File: src/lbm_pkg.sv
// Package: register map, field positions, reset values and timing for link bus management regs
package lbm_pkg;
   // Register offsets (byte addresses)
   localparam logic [7:0]  OFS_INIT_LOW_CHAN  = 8'hb8;
   localparam logic [7:0]  OFS_FAIRNESS       = 8'hdc;
   localparam logic [7:0]  OFS_LINK_SET       = 8'he0;
   localparam logic [7:0]  OFS_LINK_CLR       = 8'he4;
   localparam logic [7:0]  OFS_CYCLE_STATUS   = 8'he8;

   // Reset values
   localparam logic [31:0] RST_INIT_LOW_CHAN  = 32'hffffffff;
   localparam logic [7:0]  RST_FAIRNESS       = 8'h00;
   localparam logic [31:0] RST_LINK_CTRL      = 32'h00000000;

   // Link control field positions
   localparam int          BIT_EXT_ROLLOVER   = 22;
   localparam int          BIT_ROOT_CYCLE     = 21;
   localparam int          BIT_TIMER_ENABLE   = 20;
   localparam int          BIT_ACCEPT_PHY     = 10;
   localparam int          BIT_ACCEPT_SELF_ID = 9;
   localparam int          BIT_FORCE_TAG_ONE  = 6;
   localparam logic [31:0] LINK_RSC_MASK      = 32'h00700600;
   localparam logic [31:0] LINK_RW_MASK       = 32'h00700640;
   localparam int          FAIR_W             = 8;

   // Cycle timer: 3072 ticks of 24.576 MHz = 125 us; counted at 200 MHz
   localparam int          CYCLE_TICKS        = 3072;
   localparam int          TICK_CLK_KHZ       = 24576;
   localparam int          SYS_CLK_KHZ        = 200000;
   localparam int          CYCLE_SYS_CLKS     = (CYCLE_TICKS * SYS_CLK_KHZ) / TICK_CLK_KHZ;
   localparam int          CNT_W              = 15;
   localparam logic [CNT_W-1:0] CYCLE_LAST    = CNT_W'(CYCLE_SYS_CLKS - 1);
   localparam logic [CNT_W-1:0] CNT_ZERO      = '0;
   localparam logic [CNT_W-1:0] CNT_ONE       = CNT_W'(1);
endpackage

File: src/lbm_cycle_timer.sv
// Cycle timer: rolls over internally or on external input
`timescale 1ns/1ps
module lbm_cycle_timer (
   // Clock and reset
   input  wire logic                     clk,
   input  wire logic                     rst_b,
   // Control
   input  wire logic                     enable,
   input  wire logic                     ext_select,
   input  wire logic                     ext_tick,
   // Status
   output logic                          rollover,
   output logic [lbm_pkg::CNT_W-1:0]     count
);
   logic [lbm_pkg::CNT_W-1:0] cnt_ff;
   logic [lbm_pkg::CNT_W-1:0] nxt_cnt;
   logic                      roll_ff;
   wire                       int_roll;
   wire                       do_roll;

   assign int_roll = (cnt_ff == lbm_pkg::CYCLE_LAST);
   assign do_roll  = enable & (ext_select ? ext_tick : int_roll);
   assign nxt_cnt  = !enable ? cnt_ff :
                     do_roll ? lbm_pkg::CNT_ZERO :
                     (int_roll ? cnt_ff : cnt_ff + lbm_pkg::CNT_ONE);

   always_ff @(posedge clk or negedge rst_b) begin
      if (!rst_b) begin
         cnt_ff  <= lbm_pkg::CNT_ZERO;
         roll_ff <= 1'b0;
      end else begin
         cnt_ff  <= nxt_cnt;
         roll_ff <= do_roll;
      end
   end

   assign rollover = roll_ff;
   assign count    = cnt_ff;
endmodule

File: src/lbm_regs.sv
// Link bus management control registers: channels, fairness, link control
`timescale 1ns/1ps
module lbm_regs (
   // Clock and reset
   input  wire logic        SYS_CLK,
   input  wire logic        RST_B,
   // Reset sources
   input  wire logic        SOFT_RESET,
   input  wire logic        GLOBAL_RESET,
   input  wire logic        HOST_BUS_RESET,
   input  wire logic        BUS_RESET_1394,
   // Register port
   input  wire logic [7:0]  ADDR,
   input  wire logic [31:0] WDATA,
   input  wire logic        WR,
   input  wire logic        RD,
   output logic [31:0]      RDATA,
   // Cycle timer and events
   input  wire logic        CYCLE_IN,
   input  wire logic        OVERLONG_CYCLE_EVENT,
   output logic             CYCLE_ROLLOVER,
   // Link control outputs
   output logic             EXTERNAL_ROLLOVER_SELECT,
   output logic             ROOT_CYCLE_GENERATOR,
   output logic             CYCLE_TIMER_ENABLE,
   output logic             ACCEPT_PHY_PACKETS,
   output logic             ACCEPT_SELF_IDENTIFICATION,
   output logic             FORCE_TAG_ONE_FILTER,
   // Fairness and bus management CSR
   output logic [7:0]       PRIORITY_REQUEST_LIMIT,
   output logic [31:0]      CHANNELS_AVAILABLE_LO,
   output logic             CHANNELS_LOAD
);
   ////////////////////////////////////////////////////////////////////////////
   // Decode
   function automatic logic hit(input logic [7:0] a, input logic [7:0] ofs);
      hit = (a == ofs);
   endfunction

   wire        wr_init  = WR & hit(ADDR, lbm_pkg::OFS_INIT_LOW_CHAN);
   wire        wr_fair  = WR & hit(ADDR, lbm_pkg::OFS_FAIRNESS);
   wire        wr_set   = WR & hit(ADDR, lbm_pkg::OFS_LINK_SET);
   wire        wr_clr   = WR & hit(ADDR, lbm_pkg::OFS_LINK_CLR);
   wire        sw_reset = SOFT_RESET;
   wire        csr_load = GLOBAL_RESET | HOST_BUS_RESET | BUS_RESET_1394;

   ////////////////////////////////////////////////////////////////////////////
   // Registers
   logic [31:0] init_lo_ff;
   logic [31:0] nxt_init_lo;
   logic [7:0]  fair_ff;
   logic [7:0]  nxt_fair;
   logic [31:0] link_ff;
   logic [31:0] nxt_link;
   logic [31:0] chan_ff;
   logic [31:0] nxt_chan;
   logic        load_ff;
   logic [31:0] rdata_ff;
   logic [31:0] nxt_rdata;
   logic        overlong_ff;
   logic        roll_w;
   logic [lbm_pkg::CNT_W-1:0] cycle_count;

   assign nxt_init_lo = sw_reset ? lbm_pkg::RST_INIT_LOW_CHAN :
                        wr_init  ? WDATA : init_lo_ff;

   assign nxt_fair = sw_reset ? lbm_pkg::RST_FAIRNESS :
                     wr_fair  ? WDATA[lbm_pkg::FAIR_W-1:0] : fair_ff;

   assign nxt_chan = csr_load ? init_lo_ff : chan_ff;

   ////////////////////////////////////////////////////////////////////////////
   // Link control set/clear
   logic [31:0] set_bits;
   logic [31:0] clr_bits;
   logic [31:0] link_after;
   logic        root_block;

   assign set_bits   = wr_set ? (WDATA & lbm_pkg::LINK_RW_MASK) : 32'h00000000;
   assign clr_bits   = wr_clr ? (WDATA & lbm_pkg::LINK_RSC_MASK) : 32'h00000000;
   assign root_block = OVERLONG_CYCLE_EVENT | overlong_ff;

   genvar gi;
   generate
      for (gi = 0; gi < 32; gi++) begin : g_link
         if (gi == lbm_pkg::BIT_ROOT_CYCLE) begin : g_root
            assign link_after[gi] = root_block ? 1'b0 :
                                    ((link_ff[gi] | set_bits[gi]) & ~clr_bits[gi]);
         end else if (gi == lbm_pkg::BIT_FORCE_TAG_ONE) begin : g_lock
            assign link_after[gi] = GLOBAL_RESET ? 1'b0 : (link_ff[gi] | set_bits[gi]);
         end else begin : g_plain
            assign link_after[gi] = (link_ff[gi] | set_bits[gi]) & ~clr_bits[gi];
         end
      end
   endgenerate

   assign nxt_link = sw_reset ? lbm_pkg::RST_LINK_CTRL : link_after;

   ////////////////////////////////////////////////////////////////////////////
   // Read mux, data one cycle after strobe
   wire [31:0] link_rd = link_ff & lbm_pkg::LINK_RW_MASK;
   wire [31:0] status_rd = {16'h0000, overlong_ff, cycle_count};

   assign nxt_rdata = !RD ? 32'h00000000 :
                      hit(ADDR, lbm_pkg::OFS_INIT_LOW_CHAN) ? init_lo_ff :
                      hit(ADDR, lbm_pkg::OFS_FAIRNESS)      ? {24'h000000, fair_ff} :
                      hit(ADDR, lbm_pkg::OFS_LINK_SET)      ? link_rd :
                      hit(ADDR, lbm_pkg::OFS_LINK_CLR)      ? link_rd :
                      hit(ADDR, lbm_pkg::OFS_CYCLE_STATUS)  ? status_rd :
                      32'h00000000;

   always_ff @(posedge SYS_CLK or negedge RST_B) begin
      if (!RST_B) begin
         init_lo_ff  <= lbm_pkg::RST_INIT_LOW_CHAN;
         fair_ff     <= lbm_pkg::RST_FAIRNESS;
         link_ff     <= lbm_pkg::RST_LINK_CTRL;
         chan_ff     <= lbm_pkg::RST_INIT_LOW_CHAN;
         load_ff     <= 1'b0;
         rdata_ff    <= 32'h00000000;
         overlong_ff <= 1'b0;
      end else begin
         init_lo_ff  <= nxt_init_lo;
         fair_ff     <= nxt_fair;
         link_ff     <= nxt_link;
         chan_ff     <= nxt_chan;
         load_ff     <= csr_load;
         rdata_ff    <= nxt_rdata;
         overlong_ff <= OVERLONG_CYCLE_EVENT;
      end
   end

   ////////////////////////////////////////////////////////////////////////////
   // Cycle timer
   // rollover source select
   lbm_cycle_timer u_timer (
      .clk        (SYS_CLK),
      .rst_b      (RST_B),
      .enable     (link_ff[lbm_pkg::BIT_TIMER_ENABLE]),
      .ext_select (link_ff[lbm_pkg::BIT_EXT_ROLLOVER]),
      .ext_tick   (CYCLE_IN),
      .rollover   (roll_w),
      .count      (cycle_count)
   );

   ////////////////////////////////////////////////////////////////////////////
   // Outputs
   assign RDATA                      = rdata_ff;
   assign CYCLE_ROLLOVER             = roll_w;
   assign EXTERNAL_ROLLOVER_SELECT   = link_ff[lbm_pkg::BIT_EXT_ROLLOVER];
   assign ROOT_CYCLE_GENERATOR       = link_ff[lbm_pkg::BIT_ROOT_CYCLE];
   assign CYCLE_TIMER_ENABLE         = link_ff[lbm_pkg::BIT_TIMER_ENABLE];
   assign ACCEPT_PHY_PACKETS         = link_ff[lbm_pkg::BIT_ACCEPT_PHY];
   assign ACCEPT_SELF_IDENTIFICATION = link_ff[lbm_pkg::BIT_ACCEPT_SELF_ID];
   assign FORCE_TAG_ONE_FILTER       = link_ff[lbm_pkg::BIT_FORCE_TAG_ONE];
   assign PRIORITY_REQUEST_LIMIT     = fair_ff;
   assign CHANNELS_AVAILABLE_LO      = chan_ff;
   assign CHANNELS_LOAD              = load_ff;
endmodule

File: config.mk
export PLATFORM = sky130hd
export DESIGN_NAME = lbm_regs
export DESIGN_NICKNAME = d
export VERILOG_FILES = /design/src/lbm_pkg.sv /design/src/lbm_cycle_timer.sv /design/src/lbm_regs.sv
export SDC_FILE = /design/constraint.sdc
export NUM_CORES = 1
export LEC_CHECK = 0
export BUFFER_PORTS_ARGS = -buffer_cell sky130_fd_sc_hd__buf_2
export CORE_MARGIN = 2
export CORE_UTILIZATION = 60
export CTS_BUF_LIST = sky130_fd_sc_hd__clkbuf_8
export CTS_CLUSTER_DIAMETER = 40
export DETAILED_ROUTE_END_ITERATION = 12
export PLACE_DENSITY_LB_ADDON = 0.1
export SLEW_MARGIN = 20
export SYNTH_ARGS = -nofsm -noshare
export SYNTH_HDL_FRONTEND = slang
export SYNTH_SLANG_ARGS = --single-unit
export TNS_END_PERCENT = 1
File: constraint.sdc
create_clock -name SYS_CLK -period 3.21 [get_ports SYS_CLK]
set_input_delay 0.321 -clock SYS_CLK [delete_from_list [all_inputs] [get_ports SYS_CLK]]
set_output_delay 0.321 -clock SYS_CLK [all_outputs]
set_load 0.01 [all_outputs]
---- After elaboration in Yosys (flattened, before gate mapping) ----
Index checks and enable logic that the tools add are counted.
storage, ports and cells
  register bits ........................... 154
  latch bits .............................. 0
  RAM bits ................................ 0
  memory bits (read-only) ................. 0
  bits of input ports ..................... 50
  output and inout bits ................... 80
  word-level logic and storage cells ...... 140
  memories ................................ 0
operators by class
  $add $sub $neg .......................... 1
  $mul .................................... 0
  divide/modulo/power cells ............... 0
  order comparisons ....................... 0
  equal/unequal tests ..................... 7
  shift-type cells ........................ 0
  multiplexer cells ....................... 18
  bitwise logic cells ..................... 102
  reductions and logical operators ........ 3
operators with widths
  operator                                                          count
  32-bit two-way mux                                                5
  23-bit two-way mux                                                5
  8-bit equality test (second input constant)                       5
  1-bit bitwise AND                                                 36
  15-bit two-way mux                                                2
  1-bit bitwise OR                                                  26
  1-bit NOT                                                         22
  16-bit two-way mux                                                1
  8-bit two-way mux                                                 2
  15-bit by 1-bit adder with 15-bit output (second input constant)  1
  15-bit equality test (second input constant)                      1
  1-bit NOT (first input constant)                                  9
  1-bit bitwise OR (second input constant)                          9
  2-bit nonzero test                                                2
  1-bit two-way mux                                                 3
  2-bit inequality test (second input constant)                     1
  2-bit AND reduction                                               1

---- Logic depth before layout (Yosys ltp) ----
  depth after elaboration ................. 7
  gate-level depth with buffers ........... 7
  mapped depth without buffers ............ 5

---- Cells and area by module ----
Synthesis repeated with hierarchy kept, for this count alone.
unflattened totals
  cell total of the unflattened synthesis .. 531
  area, all modules ....................... 6,029.5 um^2
modules (own cells, without submodules)
  module           times used  cells each  area each (um^2)  sequential area each (um^2)
  lbm_regs         1           429         5,057.4           2,882.8
  lbm_cycle_timer  1           102         972.2             400.4

---- Least setup slack after synthesis ----
No wires, ideal clock.
  kind .................................... input port to flip-flop
  start point ............................. input port ADDR[3]
  end point ............................... register fair_ff[7], in the netlist PRIORITY_REQUEST_LIMIT[7]
  library setup time ...................... 0.128 ns
  arrival time ............................ 1.584 ns
  required time ........................... 3.082 ns
  setup slack ............................. 1.498 ns
  cell stages on the path ................. 6
  path buffers ............................ 2
  cell sequence ........................... buf_6 -> or3b_4 -> or4_4 -> buf_6 -> nand2_1 -> a21oi_1
between the ends
  cells in the longest elaborated chain, start to end .. 3
ends and longest elaborated chain
  item                          line             text
  from (decl)                   lbm_regs.sv:13   input wire logic [7:0] ADDR,
  8-bit equality test           lbm_regs.sv:37   hit = (a == ofs);
  1-bit bitwise AND             lbm_regs.sv:41   wire wr_fair = WR & hit(ADDR, lbm_pkg::OFS_FAIRNESS);
  2-bit nonzero test (no line)  -
  to (signal assigned)          lbm_regs.sv:115  fair_ff <= lbm_pkg::RST_FAIRNESS;
  to (signal assigned)          lbm_regs.sv:123  fair_ff <= nxt_fair;
  to (decl)                     lbm_regs.sv:51   logic [7:0] fair_ff;
Every way passes these cells.
A chain may end at the register's enable or synchronous reset.

---- Worst setup path in the final report ----
  start point ............................. register u_timer.cnt_ff (netlist bit u_timer.count[11])
  end point ............................... register u_timer.cnt_ff (netlist bit u_timer.count[6])
between the ends
  cells in the longest elaborated chain, start to end .. 5
  elaborated cells between the ends (all ways) .. 6
  classes of those cells .................. eq/ne: 2; mux: 2; bitwise: 1; reduce/logical: 1
ends and longest elaborated chain
  item                             line                   text
  from (decl)                      lbm_cycle_timer.sv:15  logic [lbm_pkg::CNT_W-1:0] cnt_ff;
  from (signal assigned)           lbm_cycle_timer.sv:29  cnt_ff <= lbm_pkg::CNT_ZERO;
  from (signal assigned)           lbm_cycle_timer.sv:32  cnt_ff <= nxt_cnt;
  15-bit equality test (*)         lbm_cycle_timer.sv:21  assign int_roll = (cnt_ff == lbm_pkg::CYCLE_LAST);
  1-bit two-way mux                lbm_cycle_timer.sv:22  assign do_roll = enable & (ext_select ? ext_tick : int_roll);
  1-bit bitwise AND                lbm_cycle_timer.sv:22
  2-bit inequality test (no line)  -
  2-bit AND reduction (no line)    -
Every way passes the cells marked *; elsewhere a longest branch is shown, timed or not.

==> metrics.yaml <==
multiInputGateArea_mm2: 0.00202
final_min_period_over_clock_period_pct: 66.3
layout_setup_ws_ns: 1.08
yosysWarnings: 0
gp_congestion: 0.875
power_switching_share_pct: 21.9
synth.lib_cells_used.distinct: 51
area_delta_synth_final_pct: 21.1
number_of_flops_mapped_to_enable_cells_by_yosys: 0
synthesized_flop_and_latch_total: 128
detailedPlacementHpwl_um: 8820
drt_iter0_markers: 307
final_antenna_net_count: 0
fmax_ghz: 0.470
finish.instance_area_mm2: 0.00666
num_rows: 34
coreArea_mm2: 0.00881
die_h_um: 99.7
layout-drive-gt1-share_pct: 40.1
postSynthCellCount: 479
synthTopCellsByCount: "sky130_fd_sc_hd__nand2_1 (81), sky130_fd_sc_hd__dfrtp_1 (64), sky130_fd_sc_hd__dfstp_2 (64), sky130_fd_sc_hd__nand3b_1 (35), sky130_fd_sc_hd__mux2_1 (24)"
register_share_of_total_power_pct: 48.3
total_nets_final: 651
cts.reportedPaths.clkPinSlew_ns: 0.07
preCtsSetupSlack_ns: 1.08
vdd.ir_drop.worst_uv: 298
p_switching_w: 0.000743
crit_path_max_fanout: 11
arrival_ns: 2.40
insertion_delay_ns: 0.43
grtUsageMet1_pct: 34.8
grt_pass1_wl_um: 20700
synthFlopType: "sky130_fd_sc_hd__dfstp_2"
grt_start_max_net_pins: 67
port_buffers: 129
tritoncts.num_buffers: 17
ios: 130
final.min_clock_period_ns: 2.13
critPathCaptureType: "flip-flop"
max_cap_violations: 0
synth_seq_area_share_pct: 59.7
cellLeakagePower_nw: 3.01
routed_wl_um: 12800
timing_worst_slew_pin_value_ns: 0.841
power.share.combinational_pct: 4.4
yosysTopAreaCell: "sky130_fd_sc_hd__dfstp_2"
globalRouteTotalUtil_pct: 27.1
finClkSkew_ns: 0.0120
final-seq-area_mm2: 0.00328
cts_sinks: 128
grt.overflow.total: 0
top_cells_by_area_synth: "sky130_fd_sc_hd__dfstp_2 (31%), sky130_fd_sc_hd__dfrtp_1 (29%), sky130_fd_sc_hd__nand2_1 (5.5%)"
hp-class: "in -> reg"
average_vias_per_placed_instance: 5.78
remaining_drc_errors: 0
max-slew-margin-rel_pct: 43.9
routed-via-count: 4175
tritonroute_pass_1_iters: 5
fillerInstances: 588
cts-htree-levels: 4
cp_data_required_time_ns: 3.48
tritoncts: "yes"
die-area_mm2: 0.00995
setup.reg_to_reg.worst_slack_ns: 1.08
final_core_utilization_pct: 75.6
grt_antenna_before_repair: 1
synth_most_common_cell: "sky130_fd_sc_hd__nand2_1"
ctsResizeCount: 0
rsz0062_at_grt: "no"
netlist.area_leader.share_pct: 30.6
power_frac_clock_pct: 47.3
die_w_um: 99.7
powerDensity_mw_per_mm2: 511
hold_violations: 0
setup_tns_ns: 0
critPathKind: "reg -> reg"
syn_avg_cell_area_um2: 11.5
global_route.peak_usage_layer: "met2"
met3_usage_pct: 7.94
slew_violations: 0
clockRootBuffer: "sky130_fd_sc_hd__clkbuf_8"
power.internal_w: 0.00265
cp-start-kind: "flip-flop"
final-setup-viol-count: 0
cts.repair_timing.setup_buffer_count: 0
netlist_area_mm2: 0.00550
globalRouteMet2Util_pct: 44.9
placement.cell_area_mm2: 0.00617
run_status: "finished clean"
wl_per_cell_um: 17.8
initial_utilization_pct: 62.4
synth.net_count: 530
first_global_vias: 4132
async_reset_ff_share_pct: 100
clock_tree.buffer_depth: 2
==> area by class of cell <==
cell class	count	share of cell area, %
Timing Repair Buffer	134	10.5
Multi-Input combinational cell	308	30.4
Clock inverter	13	3.16
Clock buffer	19	3.93
Antenna cell	1	0.0376
Inverter	11	0.620
Sequential cell	128	49.3
Tap cell	108	2.03
==> cells in the final DEF (no fill, tap or decap), types with 5 or more instances in the layout <==
cell type and n:
sky130_fd_sc_hd__a21oi_1 11, sky130_fd_sc_hd__bufinv_16 5, sky130_fd_sc_hd__a222oi_1 7, sky130_fd_sc_hd__nor2b_1 13, sky130_fd_sc_hd__and2_1 15, sky130_fd_sc_hd__nor2_1 15
sky130_fd_sc_hd__a22oi_1 5, sky130_fd_sc_hd__nand2_1 81, sky130_fd_sc_hd__dfrtp_1 64, sky130_fd_sc_hd__clkbuf_8 19, sky130_fd_sc_hd__mux2_2 8, sky130_fd_sc_hd__a22o_1 6
sky130_fd_sc_hd__inv_1 12, sky130_fd_sc_hd__nor3_1 8, sky130_fd_sc_hd__nor4_1 6, sky130_fd_sc_hd__nand3_1 16, sky130_fd_sc_hd__nand3b_1 35, sky130_fd_sc_hd__buf_2 128
sky130_fd_sc_hd__xnor2_1 10, sky130_fd_sc_hd__a31oi_1 7, sky130_fd_sc_hd__nand4_1 5, sky130_fd_sc_hd__mux2_1 24, sky130_fd_sc_hd__dfstp_2 64
==> critical path: stages (launching register included) <==
cell and delay [ns]:
sky130_fd_sc_hd__dfrtp_1 0.43, sky130_fd_sc_hd__nor4bb_1 0.39, sky130_fd_sc_hd__nand4_1 0.31, sky130_fd_sc_hd__o22ai_1 0.74, sky130_fd_sc_hd__nor2_1 0.11
==> power by group through the flow <==
stage / Sequential, W / Combinational, W / Clock, W
6_report: 0.00164 / 0.000150 / 0.00161
5_1_grt: 0.00164 / 0.000167 / 0.00168
4_1_cts: 0.00164 / 0.000151 / 0.00163
3_5_place_dp: 0.00167 / 0.000149 / 0
3_3_place_gp: 0.00167 / 0.000147 / 0
2_1_floorplan: 0.00166 / 0.0000650 / 0
==> through the flow <==
stage | std cells | hold slack [ns] | total power [W]
after floorplan | 479 | 0.0254 | 0.00173
after global placement | 688 | 0.419 | 0.00181
after detailed placement | 688 | 0.426 | 0.00182
after CTS | 721 | 0.00713 | 0.00342
after global routing | 721 | 0.00629 | 0.00349
final | 722 | 0.0289 | 0.00340
==> timing repair <==
item                                    in CTS  in global routing
endpoints found under the setup margin       0                  0
hold buffers                                 1                  0
endpoints found under the hold margin        4                  0
==> sequential cells by signal, summed over array words and instances (netlist names) <==
| signal | cells |
|---|---|
| PRIORITY_REQUEST_LIMIT | 8 |
| u_timer.count | 15 |
| link_ff | 6 |
| CHANNELS_AVAILABLE_LO | 32 |
| init_lo_ff | 32 |
| overlong_ff | 1 |
| RDATA | 32 |
| u_timer.rollover | 1 |
| CHANNELS_LOAD | 1 |
==> cell families after synthesis <==
family | Yosys count | synth area share (%)
simple gates | 213 | 21.3
flops | 128 | 59.7
compound gates | 50 | 6.58
buf+inv | 43 | 3.62
mux | 34 | 6.92
xor+xnor | 10 | 1.59
fa+ha+maj | 1 | 0.228
==> final timing paths <==
check	startpoint	depth (start not counted)	endpoint
worst min register to register	overlong_ff	1	link_ff[21]
worst max register to register	u_timer.count[11]	4	u_timer.count[6]
worst min-delay path	OVERLONG_CYCLE_EVENT	1	overlong_ff
min in group asynchronous	RST_B	2	RDATA[17]
worst max-delay path	u_timer.count[11]	4	u_timer.count[6]
max in group asynchronous	RST_B	3	init_lo_ff[15]
==> routing by layer <==
metal / share of wire (%) / routed length [µm]
met1: 40 / 5110
met2: 51 / 6480
met3: 8.1 / 1040
met4: 1.4 / 184
met5: 0.086 / 11
(Power assumes the default switching activity.)
